--- config.mk ---
export PLATFORM = sky130hd
export DESIGN_NAME = sac_ctrl
export DESIGN_NICKNAME = d
export VERILOG_FILES = /design/src/sac_sar_step.v /design/src/sac_ctrl.v
export VERILOG_INCLUDE_DIRS = /design/src /design/src/src
export SDC_FILE = /design/constraint.sdc
export NUM_CORES = 2
export LEC_CHECK = 0
export BUFFER_PORTS_ARGS = -buffer_cell sky130_fd_sc_hd__buf_2
export CAP_MARGIN = 10
export CORE_ASPECT_RATIO = 2
export CORE_UTILIZATION = 35
export CTS_CLUSTER_DIAMETER = 40
export DETAILED_ROUTE_END_ITERATION = 10
export PLACE_DENSITY_LB_ADDON = 0.2
export SYNTH_ARGS = -nofsm -noshare
export SYNTH_HDL_FRONTEND = slang
export SYNTH_SLANG_ARGS = --single-unit
--- constraint.sdc ---
create_clock -name clk -period 7.37 [get_ports clk]
set_clock_uncertainty 0.2 [all_clocks]
set_input_delay 1.474 -clock clk [delete_from_list [all_inputs] [get_ports clk]]
set_output_delay 1.474 -clock clk [all_outputs]
set_load 0.02 [all_outputs]
--- src/sac_consts.vh ---
// Purpose: shared constants of the converter sequencer
// Assumes: included by every design file of the block
// Notes: definitions only
`ifndef SAC_CONSTS_VH
`define SAC_CONSTS_VH
// ==========================================================
// Resolution codes and conversion lengths in conversion clocks
`define SAC_RES_8 2'b00
`define SAC_RES_10 2'b01
`define SAC_RES_12 2'b10
`define SAC_CYC_8 5'd10
`define SAC_CYC_10 5'd12
`define SAC_CYC_12 5'd14
`define SAC_SAMPLE_CYC 5'd2
// ==========================================================
// Memory control entry layout
`define SAC_ENT_CH_LSB 0
`define SAC_ENT_CH_MSB 4
`define SAC_ENT_DIFF 5
`define SAC_ENT_REF_LSB 6
`define SAC_ENT_REF_MSB 7
`define SAC_ENT_EOS 8
`define SAC_ENT_RST 9'h000
`define SAC_REF_SUPPLY 2'b00
// ==========================================================
// Interrupt vector codes, memory entry k reads MEM0 + 2k
`define SAC_IV_NONE 8'h00
`define SAC_IV_ABOVE 8'h02
`define SAC_IV_BELOW 8'h04
`define SAC_IV_IN 8'h06
`define SAC_IV_MEM0 8'h08
// ==========================================================
// Sizes and reset values
`define SAC_NUM_ENT 32
`define SAC_CCLK_DIV 8
`define SAC_RES_RST 16'h0000
`endif

--- src/sac_sar_step.v ---
// Purpose: successive approximation step engine
// Assumes: comparator input already synchronised, high when input >= trial
// Notes: sample phase then one conversion clock per result bit
`timescale 1ns/1ps
`include "sac_consts.vh"
module sac_sar_step (
    input wire clk,
    input wire rst_b,
    input wire cclk_en,
    input wire go,
    input wire [1:0] res_sel,
    input wire comp,
    output wire sample_hold,
    output reg [11:0] trial,
    output reg [11:0] result,
    output reg busy,
    output reg done
);
    reg [4:0] cnt_q;
    reg [4:0] total_q;
    reg [3:0] nbits_q;
    reg [3:0] bit_q;
    reg [11:0] next_code;
    // ==========================================================
    // Trial decision for the current bit, next bit set as trial
    always @* begin
        next_code = comp ? trial : (trial & ~(12'h001 << bit_q));
        if (bit_q > (4'd12 - nbits_q)) begin
            next_code = next_code | (12'h001 << (bit_q - 4'd1));
        end
    end
    assign sample_hold = busy && (cnt_q < `SAC_SAMPLE_CYC);
    // ==========================================================
    // Conversion sequencing on conversion clock ticks
    always @(posedge clk) begin
        done <= 1'b0;
        if (!rst_b) begin
            cnt_q <= 5'd0;
            total_q <= `SAC_CYC_12;
            nbits_q <= 4'd12;
            bit_q <= 4'd11;
            trial <= 12'h000;
            result <= 12'h000;
            busy <= 1'b0;
        end else if (go && !busy) begin
            busy <= 1'b1;
            cnt_q <= 5'd0;
            trial <= 12'h000;
            // Length follows resolution
            case (res_sel)
                `SAC_RES_8: begin
                    total_q <= `SAC_CYC_8;
                    nbits_q <= 4'd8;
                end
                `SAC_RES_10: begin
                    total_q <= `SAC_CYC_10;
                    nbits_q <= 4'd10;
                end
                default: begin
                    total_q <= `SAC_CYC_12;
                    nbits_q <= 4'd12;
                end
            endcase
        end else if (busy && cclk_en) begin
            cnt_q <= cnt_q + 5'd1;
            if (cnt_q == `SAC_SAMPLE_CYC - 5'd1) begin
                trial <= 12'h800;
                bit_q <= 4'd11;
            end else if (cnt_q >= `SAC_SAMPLE_CYC) begin
                trial <= next_code;
                bit_q <= bit_q - 4'd1;
                if (cnt_q == total_q - 5'd1) begin
                    // Right justify at the chosen width
                    result <= next_code >> (4'd12 - nbits_q);
                    busy <= 1'b0;
                    done <= 1'b1;
                end
            end
        end
    end
endmodule

--- src/sac_ctrl.v ---
// Purpose: sequencer, result store, window compare and vector of the converter
// Assumes: conversion clock is an enable from a divider of clk
// Notes: thresholds and results share the units of the chosen resolution
// Operation
// - Conversion lasts 10, 12 or 14 conversion clocks for 8, 10, 12 bits
// - Result width 8, 10 or 12 bits from resolution select
// - Window enabled and result between thresholds raises in-window flag
// - Results above high or below low raise their own flags
// - Thresholds compare directly against raw result codes
// - One threshold pair applies to every channel
// - 32 memory entries, each with result buffer and own flag
// - Each entry carries channel and reference choice used for it
// - Group results land in consecutive buffers, readable when group ends
// - Format select gives two's complement, otherwise unsigned
// - Low power mode bit; software uses it only below 50 ksps
// - One vector word reports the highest priority pending source
// - 16 single ended inputs, pairable into 8 differential
// - With window enabled, every result is dropped and only the window flags record it
// - Results move to memory through the system DMA, by request
// - Reference ready flag is waited for before relying on it
// - Reference busy flag is high while the converter uses it
`timescale 1ns/1ps
`include "sac_consts.vh"
module sac_ctrl #(
    parameter CCLK_DIV = `SAC_CCLK_DIV
) (
    input wire clk,
    input wire rst_b,
    input wire conv_start,
    input wire seq_group,
    input wire [4:0] seq_first,
    input wire [1:0] resolution_select,
    input wire result_format_select,
    input wire low_rate_power_mode,
    input wire win_enable,
    input wire [11:0] win_high,
    input wire [11:0] win_low,
    input wire ent_wr,
    input wire [4:0] ent_idx,
    input wire [8:0] ent_wdata,
    input wire [31:0] interrupt_enable_low,
    input wire [2:0] interrupt_enable_high,
    input wire rd_stb,
    input wire [4:0] rd_idx,
    output reg [15:0] rd_data,
    input wire iv_rd_stb,
    output reg [7:0] converter_interrupt_vector,
    output wire [31:0] interrupt_flag_low,
    output wire [2:0] interrupt_flag_high,
    output wire irq,
    input wire comp_in,
    input wire reference_ready_flag,
    output reg reference_busy_flag,
    output wire sample_hold,
    output wire [11:0] dac_code,
    output reg [3:0] mux_pos,
    output reg [3:0] mux_neg,
    output reg mux_diff,
    output reg mux_internal,
    output reg [1:0] ref_sel,
    output reg low_power_bias,
    output reg dma_req,
    output wire busy,
    output reg seq_done
);
    // ==========================================================
    // State machine codes
    localparam ST_IDLE = 2'b00;
    localparam ST_WREF = 2'b01;
    localparam ST_CONV = 2'b10;
    localparam DIV_W = 8;

    reg [1:0] state_q;
    reg [4:0] cur_q;
    reg group_q;
    reg [1:0] res_q;
    reg df_q;
    reg go_q;
    reg [DIV_W-1:0] div_q;
    reg cclk_en;
    reg [8:0] ent_q [0:`SAC_NUM_ENT-1];
    reg [15:0] res_mem_q [0:`SAC_NUM_ENT-1];
    reg [31:0] mem_flag_q;
    reg [2:0] win_flag_q;
    reg [2:0] comp_s_q;
    reg comp_f_q;
    reg [2:0] rdy_s_q;
    reg rdy_f_q;
    wire [11:0] raw;
    wire sar_done;
    wire sar_busy;
    wire [8:0] cur_ent;
    wire [34:0] pending;
    wire is_above;
    wire is_below;
    wire wr_result;
    wire [15:0] fmt_result;
    integer i_ent;
    integer i_res;
    integer i_win;

    // ==========================================================
    // Functions
    // Width in bits for a resolution code
    function [3:0] res_bits;
        input [1:0] sel;
        begin
            case (sel)
                `SAC_RES_8: res_bits = 4'd8;
                `SAC_RES_10: res_bits = 4'd10;
                default: res_bits = 4'd12;
            endcase
        end
    endfunction

    // Offset binary to sign extended two's complement when df is set
    function [15:0] fmt_code;
        input [11:0] code;
        input [3:0] nbits;
        input df;
        reg [15:0] u;
        reg [15:0] msb;
        begin
            u = {4'h0, code};
            msb = 16'h0001 << (nbits - 4'd1);
            if (df) begin
                u = u ^ msb;
                if ((u & msb) != 16'h0000) begin
                    u = u | ~(msb - 16'h0001);
                end
            end
            fmt_code = u;
        end
    endfunction

    // Vector code of the lowest numbered pending source
    function [7:0] iv_code;
        input [34:0] p;
        integer k;
        reg hit;
        begin
            iv_code = `SAC_IV_NONE;
            hit = 1'b0;
            for (k = 0; k < 35; k = k + 1) begin
                if (p[k] && !hit) begin
                    hit = 1'b1;
                    iv_code = `SAC_IV_ABOVE + 8'd2 * k[7:0];
                end
            end
        end
    endfunction

    // ==========================================================
    // Conversion clock enable from divider
    always @(posedge clk) begin
        if (!rst_b) begin
            div_q <= {DIV_W{1'b0}};
            cclk_en <= 1'b0;
        end else if (div_q == CCLK_DIV[DIV_W-1:0] - 8'd1) begin
            div_q <= {DIV_W{1'b0}};
            cclk_en <= 1'b1;
        end else begin
            div_q <= div_q + 8'd1;
            cclk_en <= 1'b0;
        end
    end

    // ==========================================================
    // Pin synchronisers, a change counts once stages two and three agree
    always @(posedge clk) begin
        if (!rst_b) begin
            comp_s_q <= 3'b000;
            comp_f_q <= 1'b0;
            rdy_s_q <= 3'b000;
            rdy_f_q <= 1'b0;
        end else begin
            comp_s_q <= {comp_s_q[1:0], comp_in};
            rdy_s_q <= {rdy_s_q[1:0], reference_ready_flag};
            if (comp_s_q[1] == comp_s_q[2]) begin
                comp_f_q <= comp_s_q[2];
            end
            if (rdy_s_q[1] == rdy_s_q[2]) begin
                rdy_f_q <= rdy_s_q[2];
            end
        end
    end

    // ==========================================================
    // Step engine
    sac_sar_step u_step (
        .clk(clk),
        .rst_b(rst_b),
        .cclk_en(cclk_en),
        .go(go_q),
        .res_sel(res_q),
        .comp(comp_f_q),
        .sample_hold(sample_hold),
        .trial(dac_code),
        .result(raw),
        .busy(sar_busy),
        .done(sar_done)
    );

    // ==========================================================
    // Memory control entries, written by software
    always @(posedge clk) begin
        if (!rst_b) begin
            for (i_ent = 0; i_ent < `SAC_NUM_ENT; i_ent = i_ent + 1) begin
                ent_q[i_ent] <= `SAC_ENT_RST;
            end
        end else if (ent_wr) begin
            ent_q[ent_idx] <= ent_wdata;
        end
    end
    assign cur_ent = ent_q[cur_q];

    // ==========================================================
    // Sequencer
    // Resolution and format are latched at start so a change mid group cannot split it
    always @(posedge clk) begin
        go_q <= 1'b0;
        seq_done <= 1'b0;
        if (!rst_b) begin
            state_q <= ST_IDLE;
            cur_q <= 5'd0;
            group_q <= 1'b0;
            res_q <= `SAC_RES_12;
            df_q <= 1'b0;
        end else begin
            case (state_q)
                ST_IDLE: begin
                    if (conv_start) begin
                        cur_q <= seq_first;
                        group_q <= seq_group;
                        res_q <= resolution_select;
                        df_q <= result_format_select;
                        state_q <= ST_WREF;
                    end
                end
                ST_WREF: begin
                    // Internal reference must have settled
                    if (cur_ent[`SAC_ENT_REF_MSB:`SAC_ENT_REF_LSB] == `SAC_REF_SUPPLY ||
                        rdy_f_q) begin
                        go_q <= 1'b1;
                        state_q <= ST_CONV;
                    end
                end
                ST_CONV: begin
                    if (sar_done) begin
                        // Walk consecutive entries until end mark
                        if (group_q && !cur_ent[`SAC_ENT_EOS] && cur_q != 5'd31) begin
                            cur_q <= cur_q + 5'd1;
                            state_q <= ST_WREF;
                        end else begin
                            seq_done <= 1'b1;
                            state_q <= ST_IDLE;
                        end
                    end
                end
                default: state_q <= ST_IDLE;
            endcase
        end
    end
    // Step engine busy only ever overlaps the conversion state
    assign busy = (state_q != ST_IDLE) || sar_busy;

    // ==========================================================
    // Input mux and reference steering from the current entry
    // Channels 16 and up are internal sources, pairs are even and odd
    always @(posedge clk) begin
        if (!rst_b) begin
            mux_pos <= 4'h0;
            mux_neg <= 4'h0;
            mux_diff <= 1'b0;
            mux_internal <= 1'b0;
            ref_sel <= `SAC_REF_SUPPLY;
            reference_busy_flag <= 1'b0;
            low_power_bias <= 1'b0;
        end else begin
            mux_internal <= cur_ent[`SAC_ENT_CH_MSB];
            mux_diff <= cur_ent[`SAC_ENT_DIFF] && !cur_ent[`SAC_ENT_CH_MSB];
            if (cur_ent[`SAC_ENT_DIFF]) begin
                mux_pos <= {cur_ent[3:1], 1'b0};
                mux_neg <= {cur_ent[3:1], 1'b1};
            end else begin
                mux_pos <= cur_ent[3:0];
                mux_neg <= 4'h0;
            end
            ref_sel <= cur_ent[`SAC_ENT_REF_MSB:`SAC_ENT_REF_LSB];
            // Held through the whole sequence, so settings stay frozen
            reference_busy_flag <= busy;
            low_power_bias <= low_rate_power_mode;
        end
    end

    // ==========================================================
    // Window compare on raw codes with one shared threshold pair
    assign is_above = (raw > win_high);
    assign is_below = (raw < win_low);
    // Result is kept only when window compare is off
    assign wr_result = sar_done && !win_enable;
    assign fmt_result = fmt_code(raw, res_bits(res_q), df_q);

    // ==========================================================
    // Result buffers and DMA request
    always @(posedge clk) begin
        if (!rst_b) begin
            for (i_res = 0; i_res < `SAC_NUM_ENT; i_res = i_res + 1) begin
                res_mem_q[i_res] <= `SAC_RES_RST;
            end
            dma_req <= 1'b0;
            rd_data <= `SAC_RES_RST;
        end else begin
            dma_req <= wr_result;
            if (wr_result) begin
                res_mem_q[cur_q] <= fmt_result;
            end
            if (rd_stb) begin
                rd_data <= res_mem_q[rd_idx];
            end
        end
    end

    // ==========================================================
    // Entry flags, a set in the clearing cycle wins
    genvar g;
    generate
        for (g = 0; g < `SAC_NUM_ENT; g = g + 1) begin : g_flag
            always @(posedge clk) begin
                if (!rst_b) begin
                    mem_flag_q[g] <= 1'b0;
                end else if (wr_result && cur_q == g) begin
                    mem_flag_q[g] <= 1'b1;
                end else if (rd_stb && rd_idx == g) begin
                    mem_flag_q[g] <= 1'b0;
                end
            end
        end
    endgenerate

    // ==========================================================
    // Window flags: bit 0 above, 1 below, 2 inside
    // A vector read clears the window source it reported
    always @(posedge clk) begin
        if (!rst_b) begin
            win_flag_q <= 3'b000;
        end else begin
            for (i_win = 0; i_win < 3; i_win = i_win + 1) begin
                if (sar_done && win_enable &&
                    ((i_win == 0 && is_above) || (i_win == 1 && is_below) ||
                     (i_win == 2 && !is_above && !is_below))) begin
                    win_flag_q[i_win] <= 1'b1;
                end else if (iv_rd_stb &&
                             converter_interrupt_vector ==
                             `SAC_IV_ABOVE + 8'd2 * i_win[7:0]) begin
                    win_flag_q[i_win] <= 1'b0;
                end
            end
        end
    end

    // ==========================================================
    // Vector and interrupt line
    assign pending = {mem_flag_q & interrupt_enable_low, win_flag_q & interrupt_enable_high};
    always @(posedge clk) begin
        if (!rst_b) begin
            converter_interrupt_vector <= `SAC_IV_NONE;
        end else begin
            converter_interrupt_vector <= iv_code(pending);
        end
    end
    assign irq = |pending;
    assign interrupt_flag_low = mem_flag_q;
    assign interrupt_flag_high = win_flag_q;
endmodule

; Word level (Yosys, flattened, before mapping)
; Memory sizes are Yosys's and may differ from the RTL's. A register that Yosys moved wholly into a read port is not among the register bits.
; Index checks and enable logic that the tools add are counted.
[word_totals]
regBits = 132
latch_bits = 0
mem_bits_rw = 800
rom_bits = 0
input_bits = 97
output_inout_bits = 90
elab_cells = 620
memories = 2
[op_classes]
add_sub_neg = 8
mul = 0
div = 0
n_lt_le_gt_ge = 5
eq_ne = 79
shifts = 4
mux = 217
bitwise_logic = 14
reduce_logical = 222
[memory_table]
columns = name, words, word_bits, rd, rd_ports_with_merged_regs, write_ports, line
row1 = res_mem_q, 32, 16, 1, 1, 32, sac_ctrl.v:82  ; reg [15:0] res_mem_q [0:`SAC_NUM_ENT-1];
row2 = ent_q, 32, 9, 1, 1, 32, sac_ctrl.v:81  ; reg [8:0] ent_q [0:`SAC_NUM_ENT-1];
[ops]
columns = operator, n
row1 = $mux W7, 34
row2 = $eq A5 B5 Y1 const B, 32
row3 = $mux W1, 158
row4 = $logic_and A1 B1 Y1, 113
row5 = $reduce_bool A2 Y1, 41
row6 = $eq A5 B4 Y1 const B, 16
row7 = $reduce_or A35 Y1, 2
row8 = $mux W12, 4
row9 = $mux W16, 3
row10 = $logic_not A1 Y1, 41
row11 = $eq A5 B3 Y1 const B, 8
row12 = $mux W5, 7
row13 = $and A32 B32 Y32, 1
row14 = $eq A8 B3 Y1 const B, 3
row15 = $shl A1 B4 Y12 const A, 2
row16 = $eq A5 B2 Y1 const B, 4
row17 = $and A16 B16 Y16, 1
row18 = $not A16 Y16, 1
row19 = $or A16 B16 Y16, 1
row20 = $reduce_bool A16 Y1, 1
row21 = $reduce_or A16 Y1, 1
row22 = $shl A1 B4 Y16 const A, 1
row23 = $sub A16 B1 Y16 const B, 1
row24 = $xor A12 B16 Y16, 1
row25 = other kinds (41), 72

; Depth between registers and ports, before layout
[logic_depth]
ltp_word = 138
depth_mapped = 10
depth_no_buf = 9

; Modules after synthesis
; From an unflattened synthesis, not the netlist that was laid out.
[hier_totals]
cells_unflattened = 3226
hier_area_um2 = 43389.1
[modules_own_cells]
columns = mod, instances, cells_per_inst, area_per_inst_um2
row1 = sac_ctrl, 1, 2931, 41046.9
row2 = sac_sar_step, 1, 295, 2342.2

; Least setup slack after synthesis
; OpenSTA, ideal clock, no wires.
[synth_timing]
kind = input port to output port
start = input interrupt_enable_high[0]
end = output irq
t_arrival_ps = 2990
required_time_ps = 5696
setup_slack_ps = 2706
stages = 5
n_path_buf = 0
path_cell_list = a222oi_1 > nand3_1 > or4b_1 > nor2_1 > nand3_1
[synth_between]
elab_chain_len = 2
[synth_rtl]
columns = element, line
row1 = "start, declared", sac_ctrl.v:42  ; input wire [2:0] interrupt_enable_high,
row2 = $and A3 B3 Y3, sac_ctrl.v:364  ; assign pending = {mem_flag_q & interrupt_enable_low, win_flag_q & interrupt_enable_high};
row3 = $reduce_or A35 Y1, sac_ctrl.v:372  ; assign irq = |pending;
row4 = "end, declared", sac_ctrl.v:50  ; output wire irq,
; Every way passes these cells.

; Worst setup path in the final report
; Same ends and word-level chain as after synthesis.

==> flow_metrics.env <==
export IMPL_clockBufferDepth=3
export IMPL_first_global_vias=27300
export IMPL_dieArea_mm2=0.125
export IMPL_grt_max_degree=82
export IMPL_status="finished, final reports clean"
export IMPL_start_kind="primary input"
export IMPL_grt_ovfl_total=0
export IMPL_hold_path_class="flip-flop to flip-flop"
export IMPL_worst_pin_slew_ns=1.29
export IMPL_tns_ns=0
export IMPL_period_share_pct=69.5
export IMPL_synthTopCellsByArea="edfxtp_1 (56%), mux4_2 (13%), dfxtp_1 (6.8%), and2_1 (4.8%), nor2_1 (3.8%)"
export IMPL_worstPathMaxFanout=5
export IMPL_cp_arrival_ns=3.45
export IMPL_path_cells="buf_2 -> a222oi_1 -> nand3_1 -> or4b_1 -> nor2_1 -> nand3_1 -> buf_2"
export IMPL_start_util_pct=35.4
export IMPL_power_density_mw_per_mm2=272
export IMPL_die_y_um=498
export IMPL_async_reset_ff_share_pct=0
export IMPL_yosysTopAreaCellShare_pct=55.7
export IMPL_reg2reg_depth=9
export IMPL_ys_ff_latch=946
export IMPL_finalMaxSlewViolations=0
export IMPL_cp_data_required_time_ns=5.70
export IMPL_finalWorstSetupSlack_ns=2.25
export IMPL_swShare_pct=27.2
export IMPL_fmax_mhz=195
export IMPL_clock_sinks=946
export IMPL_grt_usage_pct=21.8
export IMPL_ys_warn_count=0
export IMPL_maxCapViolations=0
export IMPL_synthDistinctLibCells=70
export IMPL_syn2layout_area_growth_pct=13.7
export IMPL_crit_family="simple AND/OR/NAND/NOR gates"
export IMPL_cp_end_kind="primary output"
export IMPL_report_final_setup_viol=0
export IMPL_drive_gt1_share_pct=21.4
export IMPL_synth_edf_count=800
export IMPL_vias_per_cell=5.41
export IMPL_synth_cells=3136
export IMPL_holdCritStartpoint="rdy_s_q[2]$_SDFF_PN0_"
export IMPL_ys_seq_area_share_pct=62.5
export IMPL_drtIter0Drc=1979
export IMPL_antenna_found_initial=3
export IMPL_yosysTopAreaCell="edfxtp_1"
export IMPL_slowest_stage="or4b_1"
export IMPL_max_stage_delay_ns=0.70
export IMPL_ant_nets=0
export IMPL_switchingPower_uw=3630
export IMPL_reg2reg_slack_ns=3.32
export IMPL_fin_crit_ns=5.12
export IMPL_core_mm2=0.122
export IMPL_hold_viol_final=0
export IMPL_layout_nets=3388
export IMPL_clk_latency_ns=0.71
export IMPL_whs_endpoint="rdy_f_q$_SDFFE_PN0N_"
export IMPL_finalWeightedCongestion=0.860
export IMPL_first_pass_iters=7
export IMPL_pwr_share_comb_pct=13.1
export IMPL_p_leak_uw=0.0178
export IMPL_syn_area_mm2=0.0431
export IMPL_intPower_uw=9720
export IMPL_totalWireLength_um=136000
export IMPL_cts_tree="done"
export IMPL_fp_row_count=181
export IMPL_boundaryPins=187
export IMPL_postCtsSetupBuffers=0
export IMPL_place_worst_setup_slack_ns=2.06
export IMPL_setup_worst_path_class="primary input to primary output"
export IMPL_grt_pass1_wl_um=194000
export IMPL_die_x_um=250
export IMPL_holdPathStages=2
export IMPL_avgSynthCellArea_um2=13.7
export IMPL_peakVddDrop_v=0.000210
export IMPL_r2r_end="u_step.result[1]$_SDFFE_PN0P_"
export IMPL_routedWlPerCell_um=27.8
export IMPL_portBuffers=184
export IMPL_slew_headroom_pct=13.2
export IMPL_num_vias=26400
export IMPL_post_route_drc_count=0
export IMPL_r2r_start="u_step.nbits_q[1]$_SDFFE_PN0P_"
export IMPL_rsz0062_at_grt="false"
export IMPL_cts_resized=0
export IMPL_clkTransAtPathRegs_ns=0.06
export IMPL_synthFlopType="edfxtp_1"
export IMPL_dpl_hpwl_um=96800
export IMPL_cts_hold_buf=0
export IMPL_numCtsBuffers=101
export IMPL_seq_power_share_pct=47.2
export IMPL_clock_power_share_pct=39.7
export IMPL_worstSetupPathDepth=7
export IMPL_h_tree_depth=3
export IMPL_cts_root_buf="clkbuf_16"
export IMPL_path_buf_inv=2
## flip-flops by register name, indices dropped and copies added (netlist names), 5 cells and up, named ones only
register,cells
cur_q,5
ent_q,288
div_q,8
u_step.cnt_q,5
interrupt_flag_low,32
res_mem_q,512
converter_interrupt_vector,6
u_step.result,12
rd_data,16
u_step.trial,12
## logic make-up after synthesis
| group | after synthesis | share of synthesized area [%] |
|---|---|---|
| buffers and inverters | 313 | 2.95 |
| other | 1 | 0.00870 |
| adder cells (fa/ha/maj) | 49 | 1.42 |
| flip-flops | 946 | 62.5 |
| AO/OA/AOI/OAI | 283 | 4.53 |
| AND/OR/NAND/NOR | 1245 | 14.5 |
| XOR/XNOR | 14 | 0.284 |
| multiplexers | 285 | 13.8 |
## layout by cell type, fill, tap and decap left out, types with 8 or more instances in the layout
master / netlist / layout
nand2_1: 183 / 182
a31oi_1: 9 / 8
nand3b_1: 8 / 8
a21oi_1: 34 / 34
nand2b_1: 13 / 13
xor2_1: 8 / 8
mux4_2: 247 / 247
nor2b_1: 16 / 15
bufinv_16: 0 / 10
dfxtp_1: 146 / 143
clkbuf_16: 0 / 103
a22oi_1: 26 / 26
and2_1: 334 / 334
buf_2: 22 / 190
mux2i_1: 31 / 31
and3_1: 176 / 176
a211oi_1: 21 / 21
nor3_1: 12 / 10
edfxtp_1: 800 / 800
clkinv_2: 0 / 14
nor2_1: 432 / 431
ha_1: 49 / 49
inv_6: 0 / 15
o21ai_0: 64 / 62
buf_4: 5 / 69
clkinv_1: 1 / 15
clkinvlp_4: 0 / 12
nand4_1: 14 / 14
o211ai_1: 43 / 43
nand3_1: 30 / 30
a21o_1: 13 / 13
inv_1: 49 / 49
clkbuf_1: 218 / 9
## through the flow
stage                     hold WS, ns  power (uW)  utilization [%]  instances  instance area [um^2]
final                           0.233       13300             40.3       4886                 49000
after CTS                       0.240       13500             40.2       4875                 49000
after global routing            0.249       13700             40.3       4886                 49000
after floorplan                 0.212        7400                -       3137                 43100
after global placement          0.223        8180             37.4       4683                 45500
after detailed placement        0.228        8190             37.4       4684                 45500
## synthesized netlist by cell type, drive strengths merged (14+ instances only)
cell,instances
a211oi,21
a21oi,34
a22oi,26
and2,334
and3,176
buf,44
clkbuf,218
dfxtp,146
edfxtp,800
ha,49
inv,50
mux2i,32
mux4,247
nand2,183
nand3,30
nand4,14
nor2,432
nor2b,16
o211ai,44
o21ai,66
## how the worst max path moves through the flow
| stage | from | to |
|---|---|---|
| floorplan | interrupt_enable_high[0] | irq |
| global placement | interrupt_enable_high[0] | irq |
| detailed placement | rst_b | res_mem_q[3][15]$_SDFFCE_PN0P_ |
| CTS | interrupt_enable_high[0] | irq |
| global route | interrupt_enable_high[0] | irq |
| finish | interrupt_enable_high[0] | irq |
## layout make-up
cell class                      instances  area, um^2
Antenna cell                            1        2.50
Clock buffer                          114        2640
Clock inverter                         77         806
Fill cell                           11200       72800
Inverter                               51         191
Multi-Input combinational cell       1878       15000
Sequential cell                       946       27000
Tap cell                             1555        1950
Timing Repair Buffer                  264        1520
## worst register-to-register path, cell delays in order (launching register included)
cell and delay (ns):
dfxtp_1 0.78, ha_1 0.53, ha_1 0.38, nor2b_1 0.12, o21ai_0 0.07, a21oi_1 0.60, a31oi_1 0.41, a22oi_1 0.49
nand3_1 0.18, a31oi_1 0.19
## power by group through the flow
stage               registers (uW)  clock network (uW)  logic (uW)
floorplan                     6310                   0        1090
global placement              6420                   0        1760
detailed placement            6430                   0        1770
CTS                           6310                5390        1770
global route                  6330                5570        1820
finish                        6300                5300        1750
## metal layers
layer	GRT usage (%)	routed length (um)
met4	11.5	7580
met5	0	0
met3	2.74	5340
met2	42.3	76200
met1	22.3	46600
Note: power is estimated with default switching activity, not from simulation.
